File: config.mk
export PLATFORM = sky130hd
export DESIGN_NAME = echo_group_main_control
export DESIGN_NICKNAME = d
export VERILOG_FILES = /design/src/verilog/chan_mem.v /design/src/verilog/echo_group_main_control.v
export VERILOG_INCLUDE_DIRS = /design/src /design/src/verilog
export SDC_FILE = /design/constraint.sdc
export NUM_CORES = 2
export LEC_CHECK = 0
export BUFFER_PORTS_ARGS = -buffer_cell sky130_fd_sc_hd__buf_2
export CORE_ASPECT_RATIO = 0.9
export CORE_MARGIN = 4
export CORE_UTILIZATION = 40
export CTS_CLUSTER_DIAMETER = 200
export DETAILED_ROUTE_END_ITERATION = 12
export PLACE_DENSITY = 0.64
export SLEW_MARGIN = 15
export SYNTH_ARGS = -nofsm -noshare
export SYNTH_HDL_FRONTEND = slang
export SYNTH_SLANG_ARGS = --single-unit
export TNS_END_PERCENT = 50
File: constraint.sdc
create_clock -name REF_CLK_I -period 20.4 [get_ports REF_CLK_I]
set_input_delay 1.02 -clock REF_CLK_I [delete_from_list [all_inputs] [get_ports REF_CLK_I]]
set_output_delay 1.02 -clock REF_CLK_I [all_outputs]
set_load 0.02 [all_outputs]
File: src/verilog/echo_ctl_regs.vh
// register map, field positions and timing constants for the echo group main control block
`ifndef ECHO_CTL_REGS_VH
`define ECHO_CTL_REGS_VH
// main control register byte addresses (index 400..403 hex, word aligned)
`define MAIN_CTL0_ADDR 12'h000
`define MAIN_CTL1_ADDR 12'h004
`define MAIN_CTL2_ADDR 12'h008
`define MAIN_CTL3_ADDR 12'h00C
`define INT_STAT_ADDR 12'h010
`define INT_MASK_ADDR 12'h014
`define GRP_STAT_ADDR 12'h018
`define CHAN_REG_BASE 12'h800
`define CHAN_REG_TOP 12'hBFC
// main control field positions
`define BIT_BCAST 7
`define BIT_ODE 6
`define BIT_GMASK 5
`define BIT_MASKB 4
`define BIT_MASKA 3
`define BIT_FMT 2
`define BIT_LAW 1
`define BIT_PWR 0
`define MAIN_CTL_RST 8'h00
`define MAIN_CTL_MASK_G0 8'hFF
`define MAIN_CTL_MASK_GX 8'h1F
`define CHAN_DEFAULT 8'h00
`define CHAN_IDX_LAST 6'h3F
`define AXI_OKAY 2'h0
`define AXI_SLVERR 2'h2
// initialization takes two frames
`define INIT_FRAMES 2'h2
`endif

File: src/verilog/chan_mem.v
// per-channel register memory with registered read port and synchronous write port
`default_nettype none
module chan_mem #(
  parameter AW = 8
) (
  input wire clk_i,
  input wire we_i,
  input wire [AW-1:0] waddr_i,
  input wire [7:0] wdata_i,
  input wire [AW-1:0] raddr_i,
  output reg [7:0] rdata_o
);
  reg [7:0] mem [0:(1<<AW)-1];

  // synchronous write and registered read
  always @(posedge clk_i) begin
    if (we_i) begin
      mem[waddr_i] <= wdata_i;
    end
    rdata_o <= mem[raddr_i];
  end
endmodule // chan_mem
`default_nettype wire

File: src/verilog/echo_group_main_control.v
// main control registers of four echo canceller groups with axi4-lite access
`include "echo_ctl_regs.vh"
`default_nettype none
module echo_group_main_control #(
  parameter NGRP = 4
) (
  input wire REF_CLK_I,
  input wire SYS_RST_I,
  input wire [11:0] S_AXI_AWADDR_I,
  input wire S_AXI_AWVALID_I,
  output wire S_AXI_AWREADY_O,
  input wire [31:0] S_AXI_WDATA_I,
  input wire [3:0] S_AXI_WSTRB_I,
  input wire S_AXI_WVALID_I,
  output wire S_AXI_WREADY_O,
  output reg [1:0] S_AXI_BRESP_O,
  output reg S_AXI_BVALID_O,
  input wire S_AXI_BREADY_I,
  input wire [11:0] S_AXI_ARADDR_I,
  input wire S_AXI_ARVALID_I,
  output wire S_AXI_ARREADY_O,
  output reg [31:0] S_AXI_RDATA_O,
  output reg [1:0] S_AXI_RRESP_O,
  output reg S_AXI_RVALID_O,
  input wire S_AXI_RREADY_I,
  input wire OUTPUT_DRIVE_PIN_I,
  input wire FRAME_PULSE_I,
  input wire [3:0] TONE_A_EVT_I,
  input wire [3:0] TONE_B_EVT_I,
  input wire [3:0] RX_IN_I,
  input wire [3:0] TX_IN_I,
  output reg [3:0] RX_OUT_O,
  output wire [3:0] RX_OUT_OE_O,
  output reg [3:0] TX_OUT_O,
  output wire [3:0] TX_OUT_OE_O,
  output reg [3:0] FMT_G711_O,
  output reg [3:0] LAW_ALAW_O,
  output reg [3:0] GRP_ACTIVE_O,
  output reg [3:0] COEF_CLEAR_O,
  output wire IRQ_O
);
  // ==========================================================
  // helpers
  function in_chan;
    input [11:0] a;
    begin
      in_chan = (a >= `CHAN_REG_BASE) && (a <= `CHAN_REG_TOP);
    end
  endfunction

  // ==========================================================
  // pin synchronisers
  reg [1:0] ode_pin_q;
  reg [1:0] frame_s_q;
  reg frame_d_q;
  reg [3:0] ta_s1_q, ta_s2_q, tb_s1_q, tb_s2_q;
  reg [3:0] ri_s1_q, ri_s2_q, ti_s1_q, ti_s2_q;

  // two flops on every pin before use
  always @(posedge REF_CLK_I) begin
    if (SYS_RST_I) begin
      ode_pin_q <= 2'h0;
      frame_s_q <= 2'h0;
      frame_d_q <= 1'b0;
      ta_s1_q <= 4'h0;
      ta_s2_q <= 4'h0;
      tb_s1_q <= 4'h0;
      tb_s2_q <= 4'h0;
      ri_s1_q <= 4'h0;
      ri_s2_q <= 4'h0;
      ti_s1_q <= 4'h0;
      ti_s2_q <= 4'h0;
    end else begin
      ode_pin_q <= {ode_pin_q[0], OUTPUT_DRIVE_PIN_I};
      frame_s_q <= {frame_s_q[0], FRAME_PULSE_I};
      frame_d_q <= frame_s_q[1];
      ta_s1_q <= TONE_A_EVT_I;
      ta_s2_q <= ta_s1_q;
      tb_s1_q <= TONE_B_EVT_I;
      tb_s2_q <= tb_s1_q;
      ri_s1_q <= RX_IN_I;
      ri_s2_q <= ri_s1_q;
      ti_s1_q <= TX_IN_I;
      ti_s2_q <= ti_s1_q;
    end
  end
  wire frame_tick = frame_s_q[1] & ~frame_d_q;

  // ==========================================================
  // axi4-lite write channel
  reg aw_got_q, w_got_q;
  reg [11:0] awaddr_q;
  reg [7:0] wdata_q;
  reg wlane_q;
  assign S_AXI_AWREADY_O = ~aw_got_q & ~S_AXI_BVALID_O;
  assign S_AXI_WREADY_O = ~w_got_q & ~S_AXI_BVALID_O;
  wire wr_go = aw_got_q & w_got_q;

  reg [7:0] main_q [0:3];
  reg [7:0] int_stat_q, int_mask_q;
  reg [3:0] init_busy_q;
  reg [1:0] init_cnt_q [0:3];
  reg [3:0] pwr_prev_q;
  wire bcast = main_q[0][`BIT_BCAST];
  wire wr_chan = wr_go & wlane_q & in_chan(awaddr_q);

  // address and data latched in either order, response after both
  always @(posedge REF_CLK_I) begin
    if (SYS_RST_I) begin
      aw_got_q <= 1'b0;
      w_got_q <= 1'b0;
      awaddr_q <= 12'h000;
      wdata_q <= 8'h00;
      wlane_q <= 1'b0;
      S_AXI_BVALID_O <= 1'b0;
      S_AXI_BRESP_O <= `AXI_OKAY;
    end else begin
      if (S_AXI_AWVALID_I && S_AXI_AWREADY_O) begin
        aw_got_q <= 1'b1;
        awaddr_q <= S_AXI_AWADDR_I;
      end
      if (S_AXI_WVALID_I && S_AXI_WREADY_O) begin
        w_got_q <= 1'b1;
        wdata_q <= S_AXI_WDATA_I[7:0];
        wlane_q <= S_AXI_WSTRB_I[0];
      end
      if (wr_go) begin
        aw_got_q <= 1'b0;
        w_got_q <= 1'b0;
        S_AXI_BVALID_O <= 1'b1;
        S_AXI_BRESP_O <= (awaddr_q <= `GRP_STAT_ADDR || in_chan(awaddr_q)) ? `AXI_OKAY : `AXI_SLVERR;
      end else if (S_AXI_BREADY_I) begin
        S_AXI_BVALID_O <= 1'b0;
      end
    end
  end

  // ==========================================================
  // main control registers, status and mask
  // each process owns its loop index so no variable has two drivers
  integer gi_ev, gi_reg, gi_pwr, gi_init, gi_pick, gi_swp, gi_out;
  reg [7:0] ev_d;
  always @* begin
    ev_d = 8'h00;
    for (gi_ev = 0; gi_ev < NGRP; gi_ev = gi_ev + 1) begin
      // global then per canceller masking of tone events
      ev_d[gi_ev] = ta_s2_q[gi_ev] & ~main_q[0][`BIT_GMASK] & ~main_q[gi_ev][`BIT_MASKA];
      ev_d[gi_ev+4] = tb_s2_q[gi_ev] & ~main_q[0][`BIT_GMASK] & ~main_q[gi_ev][`BIT_MASKB];
    end
  end

  always @(posedge REF_CLK_I) begin
    if (SYS_RST_I) begin
      for (gi_reg = 0; gi_reg < NGRP; gi_reg = gi_reg + 1) begin
        main_q[gi_reg] <= `MAIN_CTL_RST;
      end
      int_stat_q <= 8'h00;
      int_mask_q <= 8'h00;
    end else begin
      if (wr_go && wlane_q) begin
        for (gi_reg = 0; gi_reg < NGRP; gi_reg = gi_reg + 1) begin
          // only group 0 holds broadcast, drive and global mask bits
          if (awaddr_q == `MAIN_CTL0_ADDR + {gi_reg[9:0], 2'h0})
            main_q[gi_reg] <= wdata_q & ((gi_reg == 0) ? `MAIN_CTL_MASK_G0 : `MAIN_CTL_MASK_GX);
        end
        if (awaddr_q == `INT_MASK_ADDR)
          int_mask_q <= wdata_q;
      end
      // write one clears, a new event wins
      if (wr_go && wlane_q && awaddr_q == `INT_STAT_ADDR)
        int_stat_q <= (int_stat_q & ~wdata_q) | ev_d;
      else
        int_stat_q <= int_stat_q | ev_d;
    end
  end
  assign IRQ_O = |(int_stat_q & ~int_mask_q);

  // ==========================================================
  // power-up initialization per group
  reg [3:0] pwr;
  always @* begin
    pwr = 4'h0;
    for (gi_pwr = 0; gi_pwr < NGRP; gi_pwr = gi_pwr + 1) begin
      pwr[gi_pwr] = main_q[gi_pwr][`BIT_PWR];
    end
  end

  // rising power bit starts a two-frame init
  always @(posedge REF_CLK_I) begin
    if (SYS_RST_I) begin
      pwr_prev_q <= 4'h0;
      init_busy_q <= 4'h0;
      for (gi_init = 0; gi_init < NGRP; gi_init = gi_init + 1) begin
        init_cnt_q[gi_init] <= 2'h0;
      end
    end else begin
      pwr_prev_q <= pwr;
      for (gi_init = 0; gi_init < NGRP; gi_init = gi_init + 1) begin
        if (pwr[gi_init] && !pwr_prev_q[gi_init]) begin
          init_busy_q[gi_init] <= 1'b1;
          init_cnt_q[gi_init] <= 2'h0;
        end else if (!pwr[gi_init]) begin
          init_busy_q[gi_init] <= 1'b0;
        end else if (init_busy_q[gi_init] && frame_tick) begin
          if (init_cnt_q[gi_init] == `INIT_FRAMES - 2'h1)
            init_busy_q[gi_init] <= 1'b0;
          init_cnt_q[gi_init] <= init_cnt_q[gi_init] + 2'h1;
        end
      end
    end
  end

  // ==========================================================
  // per-channel registers, 64 per canceller pair of each group
  reg [5:0] clr_idx_q;
  reg [1:0] clr_grp_q;
  reg clr_act_q;
  reg [3:0] swept_q;
  wire [3:0] pwr_rise = pwr & ~pwr_prev_q;
  wire [3:0] need_clr = init_busy_q & ~swept_q;
  wire clr_go = |need_clr;
  wire clr_last = clr_act_q && (clr_idx_q == `CHAN_IDX_LAST);
  reg [1:0] clr_pick;
  always @* begin
    clr_pick = 2'h0;
    for (gi_pick = NGRP - 1; gi_pick >= 0; gi_pick = gi_pick - 1) begin
      if (need_clr[gi_pick])
        clr_pick = gi_pick[1:0];
    end
  end

  // one group at a time sweeps all 64 slots from index zero; a frame must outlast 64 cycles per group
  always @(posedge REF_CLK_I) begin
    if (SYS_RST_I) begin
      clr_act_q <= 1'b0;
      clr_idx_q <= 6'h00;
      clr_grp_q <= 2'h0;
      swept_q <= 4'h0;
    end else begin
      for (gi_swp = 0; gi_swp < NGRP; gi_swp = gi_swp + 1) begin
        if (pwr_rise[gi_swp])
          swept_q[gi_swp] <= 1'b0;
        else if (clr_last && clr_grp_q == gi_swp[1:0])
          swept_q[gi_swp] <= 1'b1;
      end
      if (clr_act_q) begin
        // a new power rise of the swept group restarts its sweep
        clr_idx_q <= pwr_rise[clr_grp_q] ? 6'h00 : clr_idx_q + 6'h01;
        if (clr_last && !pwr_rise[clr_grp_q])
          clr_act_q <= 1'b0;
      end else if (clr_go) begin
        clr_act_q <= 1'b1;
        clr_grp_q <= clr_pick;
        clr_idx_q <= 6'h00;
      end
    end
  end

  // broadcast write sweeps four groups, one per cycle
  reg [1:0] bc_cnt_q;
  reg bc_act_q;
  reg [5:0] bc_idx_q;
  reg [7:0] bc_dat_q;
  always @(posedge REF_CLK_I) begin
    if (SYS_RST_I) begin
      bc_act_q <= 1'b0;
      bc_cnt_q <= 2'h0;
      bc_idx_q <= 6'h00;
      bc_dat_q <= 8'h00;
    end else if (wr_chan && bcast && awaddr_q[9:8] == 2'h0) begin
      bc_act_q <= 1'b1;
      bc_cnt_q <= 2'h1;
      bc_idx_q <= awaddr_q[7:2];
      bc_dat_q <= wdata_q;
    end else if (bc_act_q) begin
      bc_cnt_q <= bc_cnt_q + 2'h1;
      if (bc_cnt_q == 2'h3)
        bc_act_q <= 1'b0;
    end
  end

  reg mem_we;
  reg [7:0] mem_wa;
  reg [7:0] mem_wd;
  always @* begin
    mem_we = 1'b0;
    mem_wa = 8'h00;
    mem_wd = 8'h00;
    if (clr_act_q) begin
      mem_we = 1'b1;
      mem_wa = {clr_grp_q, clr_idx_q};
      mem_wd = `CHAN_DEFAULT;
    end else if (bc_act_q) begin
      mem_we = 1'b1;
      mem_wa = {bc_cnt_q, bc_idx_q};
      mem_wd = bc_dat_q;
    end else if (wr_chan) begin
      mem_we = 1'b1;
      mem_wa = awaddr_q[9:2];
      mem_wd = wdata_q;
    end
  end
  // early writes may be overwritten by init presets
  wire [7:0] mem_rd;

  chan_mem #(
    .AW(8)
  ) u_chan_mem (
    .clk_i(REF_CLK_I),
    .we_i(mem_we),
    .waddr_i(mem_wa),
    .wdata_i(mem_wd),
    .raddr_i(S_AXI_ARADDR_I[9:2]),
    .rdata_o(mem_rd)
  );

  // ==========================================================
  // axi4-lite read channel, two-cycle answer
  reg rd_pend_q;
  reg [11:0] araddr_q;
  assign S_AXI_ARREADY_O = ~rd_pend_q & ~S_AXI_RVALID_O;
  always @(posedge REF_CLK_I) begin
    if (SYS_RST_I) begin
      rd_pend_q <= 1'b0;
      araddr_q <= 12'h000;
      S_AXI_RVALID_O <= 1'b0;
      S_AXI_RDATA_O <= 32'h00000000;
      S_AXI_RRESP_O <= `AXI_OKAY;
    end else begin
      if (S_AXI_ARVALID_I && S_AXI_ARREADY_O) begin
        rd_pend_q <= 1'b1;
        araddr_q <= S_AXI_ARADDR_I;
      end
      if (rd_pend_q) begin
        rd_pend_q <= 1'b0;
        S_AXI_RVALID_O <= 1'b1;
        S_AXI_RRESP_O <= `AXI_OKAY;
        case (araddr_q)
          `MAIN_CTL0_ADDR: S_AXI_RDATA_O <= {24'h000000, main_q[0]};
          `MAIN_CTL1_ADDR: S_AXI_RDATA_O <= {24'h000000, main_q[1]};
          `MAIN_CTL2_ADDR: S_AXI_RDATA_O <= {24'h000000, main_q[2]};
          `MAIN_CTL3_ADDR: S_AXI_RDATA_O <= {24'h000000, main_q[3]};
          `INT_STAT_ADDR: S_AXI_RDATA_O <= {24'h000000, int_stat_q};
          `INT_MASK_ADDR: S_AXI_RDATA_O <= {24'h000000, int_mask_q};
          `GRP_STAT_ADDR: S_AXI_RDATA_O <= {24'h000000, init_busy_q, pwr};
          default: begin
            if (in_chan(araddr_q)) begin
              S_AXI_RDATA_O <= {24'h000000, mem_rd};
            end else begin
              S_AXI_RDATA_O <= 32'h00000000;
              S_AXI_RRESP_O <= `AXI_SLVERR;
            end
          end
        endcase
      end else if (S_AXI_RVALID_O && S_AXI_RREADY_I) begin
        S_AXI_RVALID_O <= 1'b0;
      end
    end
  end

  // ==========================================================
  // pcm path: bypass with two-frame delay for every group, powered up or not
  reg [3:0] rx_d1_q, tx_d1_q;
  always @(posedge REF_CLK_I) begin
    if (SYS_RST_I) begin
      rx_d1_q <= 4'h0;
      tx_d1_q <= 4'h0;
      RX_OUT_O <= 4'h0;
      TX_OUT_O <= 4'h0;
      FMT_G711_O <= 4'h0;
      LAW_ALAW_O <= 4'h0;
      GRP_ACTIVE_O <= 4'h0;
      COEF_CLEAR_O <= 4'h0;
    end else begin
      if (frame_tick) begin
        rx_d1_q <= ri_s2_q;
        tx_d1_q <= ti_s2_q;
        RX_OUT_O <= rx_d1_q;
        TX_OUT_O <= tx_d1_q;
      end
      for (gi_out = 0; gi_out < NGRP; gi_out = gi_out + 1) begin
        FMT_G711_O[gi_out] <= main_q[gi_out][`BIT_FMT];
        LAW_ALAW_O[gi_out] <= main_q[gi_out][`BIT_LAW];
        GRP_ACTIVE_O[gi_out] <= pwr[gi_out] & ~init_busy_q[gi_out];
        COEF_CLEAR_O[gi_out] <= init_busy_q[gi_out];
      end
    end
  end

  // outputs driven only while register bit and pin are both set
  assign RX_OUT_OE_O = {4{main_q[0][`BIT_ODE] & ode_pin_q[1]}};
  assign TX_OUT_OE_O = {4{main_q[0][`BIT_ODE] & ode_pin_q[1]}};
endmodule // echo_group_main_control
`default_nettype wire
# Yosys cells after proc, flatten, opt, wreduce, memory -nomap -nowiden
# Memory sizes are Yosys's and may differ from the RTL's. A register that Yosys moved wholly into a read port is not among the register bits.
# Cells that the tools add are included.
# word_totals
register_bits	197
output_inout_bits	74
input_bits	85
memories	3
ramBits	2088
# mem_list
memory	depth	word_bits	read_ports	rd_clocked_by_memory_dff	wr	line_no	source
u_chan_mem.mem	256	8	1	1	1	chan_mem.v:13	reg [7:0] mem [0:(1<<AW)-1];
main_q	4	8	4	0	4	echo_group_main_control.v:99	reg [7:0] main_q [0:3];
init_cnt_q	4	2	4	0	4	echo_group_main_control.v:102	reg [1:0] init_cnt_q [0:3];
# classes
n_lt_le_gt_ge	6
bitwise_logic	70
add_sub_neg	6
eq_ne	28
mux	117
reduce_logical	54
# op_table
operator	n
8-bit 2-to-1 mux	12
1-bit 2-to-1 mux	85
12-bit by 5-bit equality test with 1-bit output, second input constant	5
8-bit case mux with 7 select lines	1
12-bit by 4-bit equality test with 1-bit output, second input constant	4
2-bit 2-to-1 mux	15
1-bit bitwise AND	28
12-bit by 3-bit equality test with 1-bit output, second input constant	2
12-bit greater-or-equal comparator, second input constant	2
12-bit <= comparator, second input constant	2
1-bit logical AND	24
12-bit zero test	2
3-bit by 1-bit != test with 1-bit output, second input constant	8
1-bit NOT	20
6-bit 2-to-1 mux	3
8-bit bitwise AND	2
8-bit NOT	2
8-bit bitwise OR	2
2-bit OR reduction	7
12-bit by 5-bit <= comparator with 1-bit output, second input constant	1
1-bit bitwise OR	12
2-bit AND reduction	6
2-bit by 1-bit adder with 2-bit output, second input constant	5
2-bit by 1-bit equality test with 1-bit output, second input constant	5
other kinds (14)	26

# Longest topological paths before layout
# logic_depth
word_depth	9
depth_mapped	12
depth_no_buf	6

# Modules after synthesis
# Synthesis repeated with hierarchy kept, for this count alone.
# hier_totals
cells_unflattened	4659
area_unflattened_um2	87883.0
# modules_own_cells
mod	seq_area_each_um2	instances	cells_each	area_per_inst_um2
chan_mem	61659.1	1	3733	79556.3
echo_group_main_control	4354.2	1	926	8326.7

# Least setup slack after synthesis
# Ideal clock, no wire load.
# synth_timing
kind	register to register
start	register bc_act_q
end	memory u_chan_mem.mem[0][0] (data pin)
setup_time_ps	1391
path_stages_with_launch	5
synth_period_minus_slack_ps	8565
arrival_time_ps	7173
path_slack_ps	11835
path_buffers	2
cell_sequence	dfxtp_1 > clkbuf_1 > buf_1 > mux2i_1 > nor2_1
# synth_between
elab_chain_cells	2
# synth_lines
item	line_no	source
from (decl)	echo_group_main_control.v:261	reg bc_act_q;
from (signal assigned)	echo_group_main_control.v:266	bc_act_q <= 1'b0;
from (signal assigned)	echo_group_main_control.v:271	bc_act_q <= 1'b1;
from (signal assigned)	echo_group_main_control.v:278	bc_act_q <= 1'b0;
8-bit 2-to-1 mux	echo_group_main_control.v:293	end else if (bc_act_q) begin
8-bit 2-to-1 mux	echo_group_main_control.v:289	if (clr_act_q) begin
net mem_wd[0]	echo_group_main_control.v:284	reg [7:0] mem_wd;
to (decl)	chan_mem.v:13	
# The timed path passes the listed nets, and every way through them passes these cells.

==> flow_metrics.tcl <==
set metrics [dict create \
    cp-start-kind "input pin" \
    gp_congestion 0.8285 \
    fin_tns_setup_ns 0 \
    pre_cts_ws_ns 13.81 \
    die_h_um 452.3 \
    multi_input_area_mm2 0.02006 \
    track_usage 0.1860 \
    skew_ns 0.05468 \
    whs_ns 0.4127 \
    met3_usage 0.04340 \
    fill_cells 18320 \
    ys_types 67 \
    clock_latency_ns 0.84 \
    wl_per_cell_um 27.44 \
    coreArea_mm2 0.2173 \
    cts_sinks 2258 \
    synth-async-reset-ratio 0 \
    fmax_ghz 0.1762 \
    cts_resized 0 \
    drive_above_1_share 0.1983 \
    cp.arrival_ns 6.35 \
    cts_hold_buf 0 \
    cp-end-kind "flop" \
    yosys_warnings 0 \
    slew_viol_final 0 \
    vias 45010 \
    required_ns 21.07 \
    route.detailed.drc 0 \
    globalRoute.busiestLayer "met2" \
    max_stage_delay_ns 0.72 \
    path_max_fanout 52 \
    fin_crit_sh 0.2782 \
    ys_ff_latch 2258 \
    final_util 0.4502 \
    relSlewSlack 0.1523 \
    final_cell_mix "2079 x edfxtp_1, 464 x mux4_2, 347 x nor2_1" \
    cp_common_cell "buf_4" \
    cts_setup_buffers 0 \
    maxCapViolCount 0 \
    cts_tree "done" \
    antenna_found_initial 6 \
    syn_area_mm2 0.08775 \
    setup_viol 0 \
    clockRootBuffer "clkbuf_16" \
    firstDrtPassIters 6 \
    period_needed_ns 5.674 \
    ir_drop_mv 0.07023 \
    antenna_left 0 \
    grt-ovfl-total 0 \
    hold_path_class "in -> reg" \
    crit_path_start "S_AXI_ARADDR_I[3]" \
    clkTransAtPathRegs_ns 0.06 \
    critPathBufInv 5 \
    seq_area_frac_synth 0.7523 \
    rows 162 \
    grt_pass1_wl_um 310100 \
    worst_slack_ns 14.73 \
    cts_max_path_buffers 3 \
    ios 159 \
    place.port_buffers 105 \
    vias_per_cell 5.760 \
    yosys_most_used_dff "edfxtp_1" \
    p_per_area_mw_per_mm2 93.60 \
    synth_cells 4631 \
    nets 4850 \
    syn_area_per_cell_um2 18.95 \
    die_area_mm2 0.2269 \
    dp_hpwl_um 126700 \
    grt_setup_unrepaired "false" \
    seq_area_mm2 0.06601 \
    path_cells "buf_8 -> buf_4 -> buf_4 -> buf_4 -> buf_4 -> mux4_2 -> a22o_1 -> a221oi_1 -> o22ai_1 -> a211oi_1 -> nor4_1" \
    fp.dieW_um 501.7 \
    critPathKind "in -> reg" \
    drtIter0Drc 5210 \
    crit_family "buffers and inverters" \
    cts-htree-levels 4 \
    grt_max_degree 216 \
    final_common_cell "edfxtp_1" \
    finalHoldViolCount 0 \
    status "complete, no violations" \
    slowest_stage "buf_4" \
    drt_wl_total_um 214500 \
    worstMarginPinSlew_ns 1.271 \
    syn2layout_area_growth_pct 11.48 \
    cts_buffers 217 \
    grt_use_met1 0.2740 \
    grt_pass1_vias 43980 \
    synth-edff-count 2079 \
    use_met2 0.2792 \
    leakage_nw 26.62 \
    r2r-start "awaddr_q[2]" \
    hold_start "RX_IN_I[1]" \
    initial_core_util 0.4038 \
]
## routing by layer
metal	part of all wire	wire, um
met1	0.43	91700
met2	0.45	97310
met3	0.094	20250
met4	0.024	5146
met5	0.00020	43
## synth_stat cells, drive strengths merged (47+ instances only)
master / number / share of area
nor2b: 68 / 0.0048
o221ai: 47 / 0.0048
nor2: 358 / 0.015
mux4: 464 / 0.12
mux2i: 205 / 0.023
a22oi: 47 / 0.0040
o22ai: 76 / 0.0054
nand2: 258 / 0.011
a21oi: 143 / 0.0082
edfxtp: 2079 / 0.71
buf: 165 / 0.014
clkbuf: 138 / 0.0059
dfxtp: 179 / 0.041
## path summary, 6_finish.rpt
check | depth (start not counted) | slack (ns) | end
min reg2reg | 2 | 0.43 | rx_d1_q[0]
max | 11 | 14.73 | u_chan_mem.rdata_o[4]
min | 2 | 0.41 | ri_s1_q[1]
max reg2reg | 6 | 15.39 | u_chan_mem.mem[68][3]
## through the flow
stage | power (mW) | std cells | area, um2
final | 9.157 | 7814 | 97830
after global routing | 9.444 | 7808 | 97810
after detailed placement | 5.443 | 7408 | 91050
after CTS | 9.220 | 7806 | 97760
after global placement | 5.441 | 7408 | 91050
after floorplan | 5.333 | 4656 | 87840
## state kept, by name (all words and copies together) (netlist names), 6 cells and up
signal,flops
awaddr_q,12
int_mask_q,8
int_stat_q,8
araddr_q,12
bc_idx_q,6
bc_dat_q,8
u_chan_mem.rdata_o,8
main_q,23
S_AXI_RDATA_O,8
wdata_q,8
init_cnt_q,8
clr_idx_q,6
u_chan_mem.mem,2048
## where the power goes
part,internal (mW),switching (mW)
Combinational,0.116,0.209
Clock,2.12,1.69
Sequential,5.00,0.0253
## worst reg2reg max path, stage by stage, from the launching register on
cell,delay (ns)
dfxtp_1,0.70
nand4_1,0.21
o311a_1,0.60
a31oi_1,0.37
nor2b_1,1.01
nand2_1,0.80
nor2_1,0.94
## logic make-up (layout without fill, tap and decap cells)
logic type / Yosys count / count (layout) / synth area share
DFF: 2258 / 2258 / 0.7523
and+or+nand+nor: 844 / 844 / 0.04215
muxes: 679 / 679 / 0.1438
AOI/OAI and AO/OA: 502 / 502 / 0.03931
buffers and inverters: 340 / 622 / 0.02147
adders and majority gates: 6 / 6 / 0.0008555
other: 1 / 32 / 0.00004274
xor gates and xnor gates: 1 / 1 / 0.00009983
## layout make-up
cell class	instances	share of cell area
multi-input cells	2058	0.2051
repair buffers	187	0.01334
inverters	37	0.001420
clock inverters	112	0.009350
flip-flops and latches	2258	0.6748
well taps	2870	0.03671
diodes	6	0.0001535
clock buffers	286	0.05915
No activity file was read; power rests on OpenSTA's default activity.
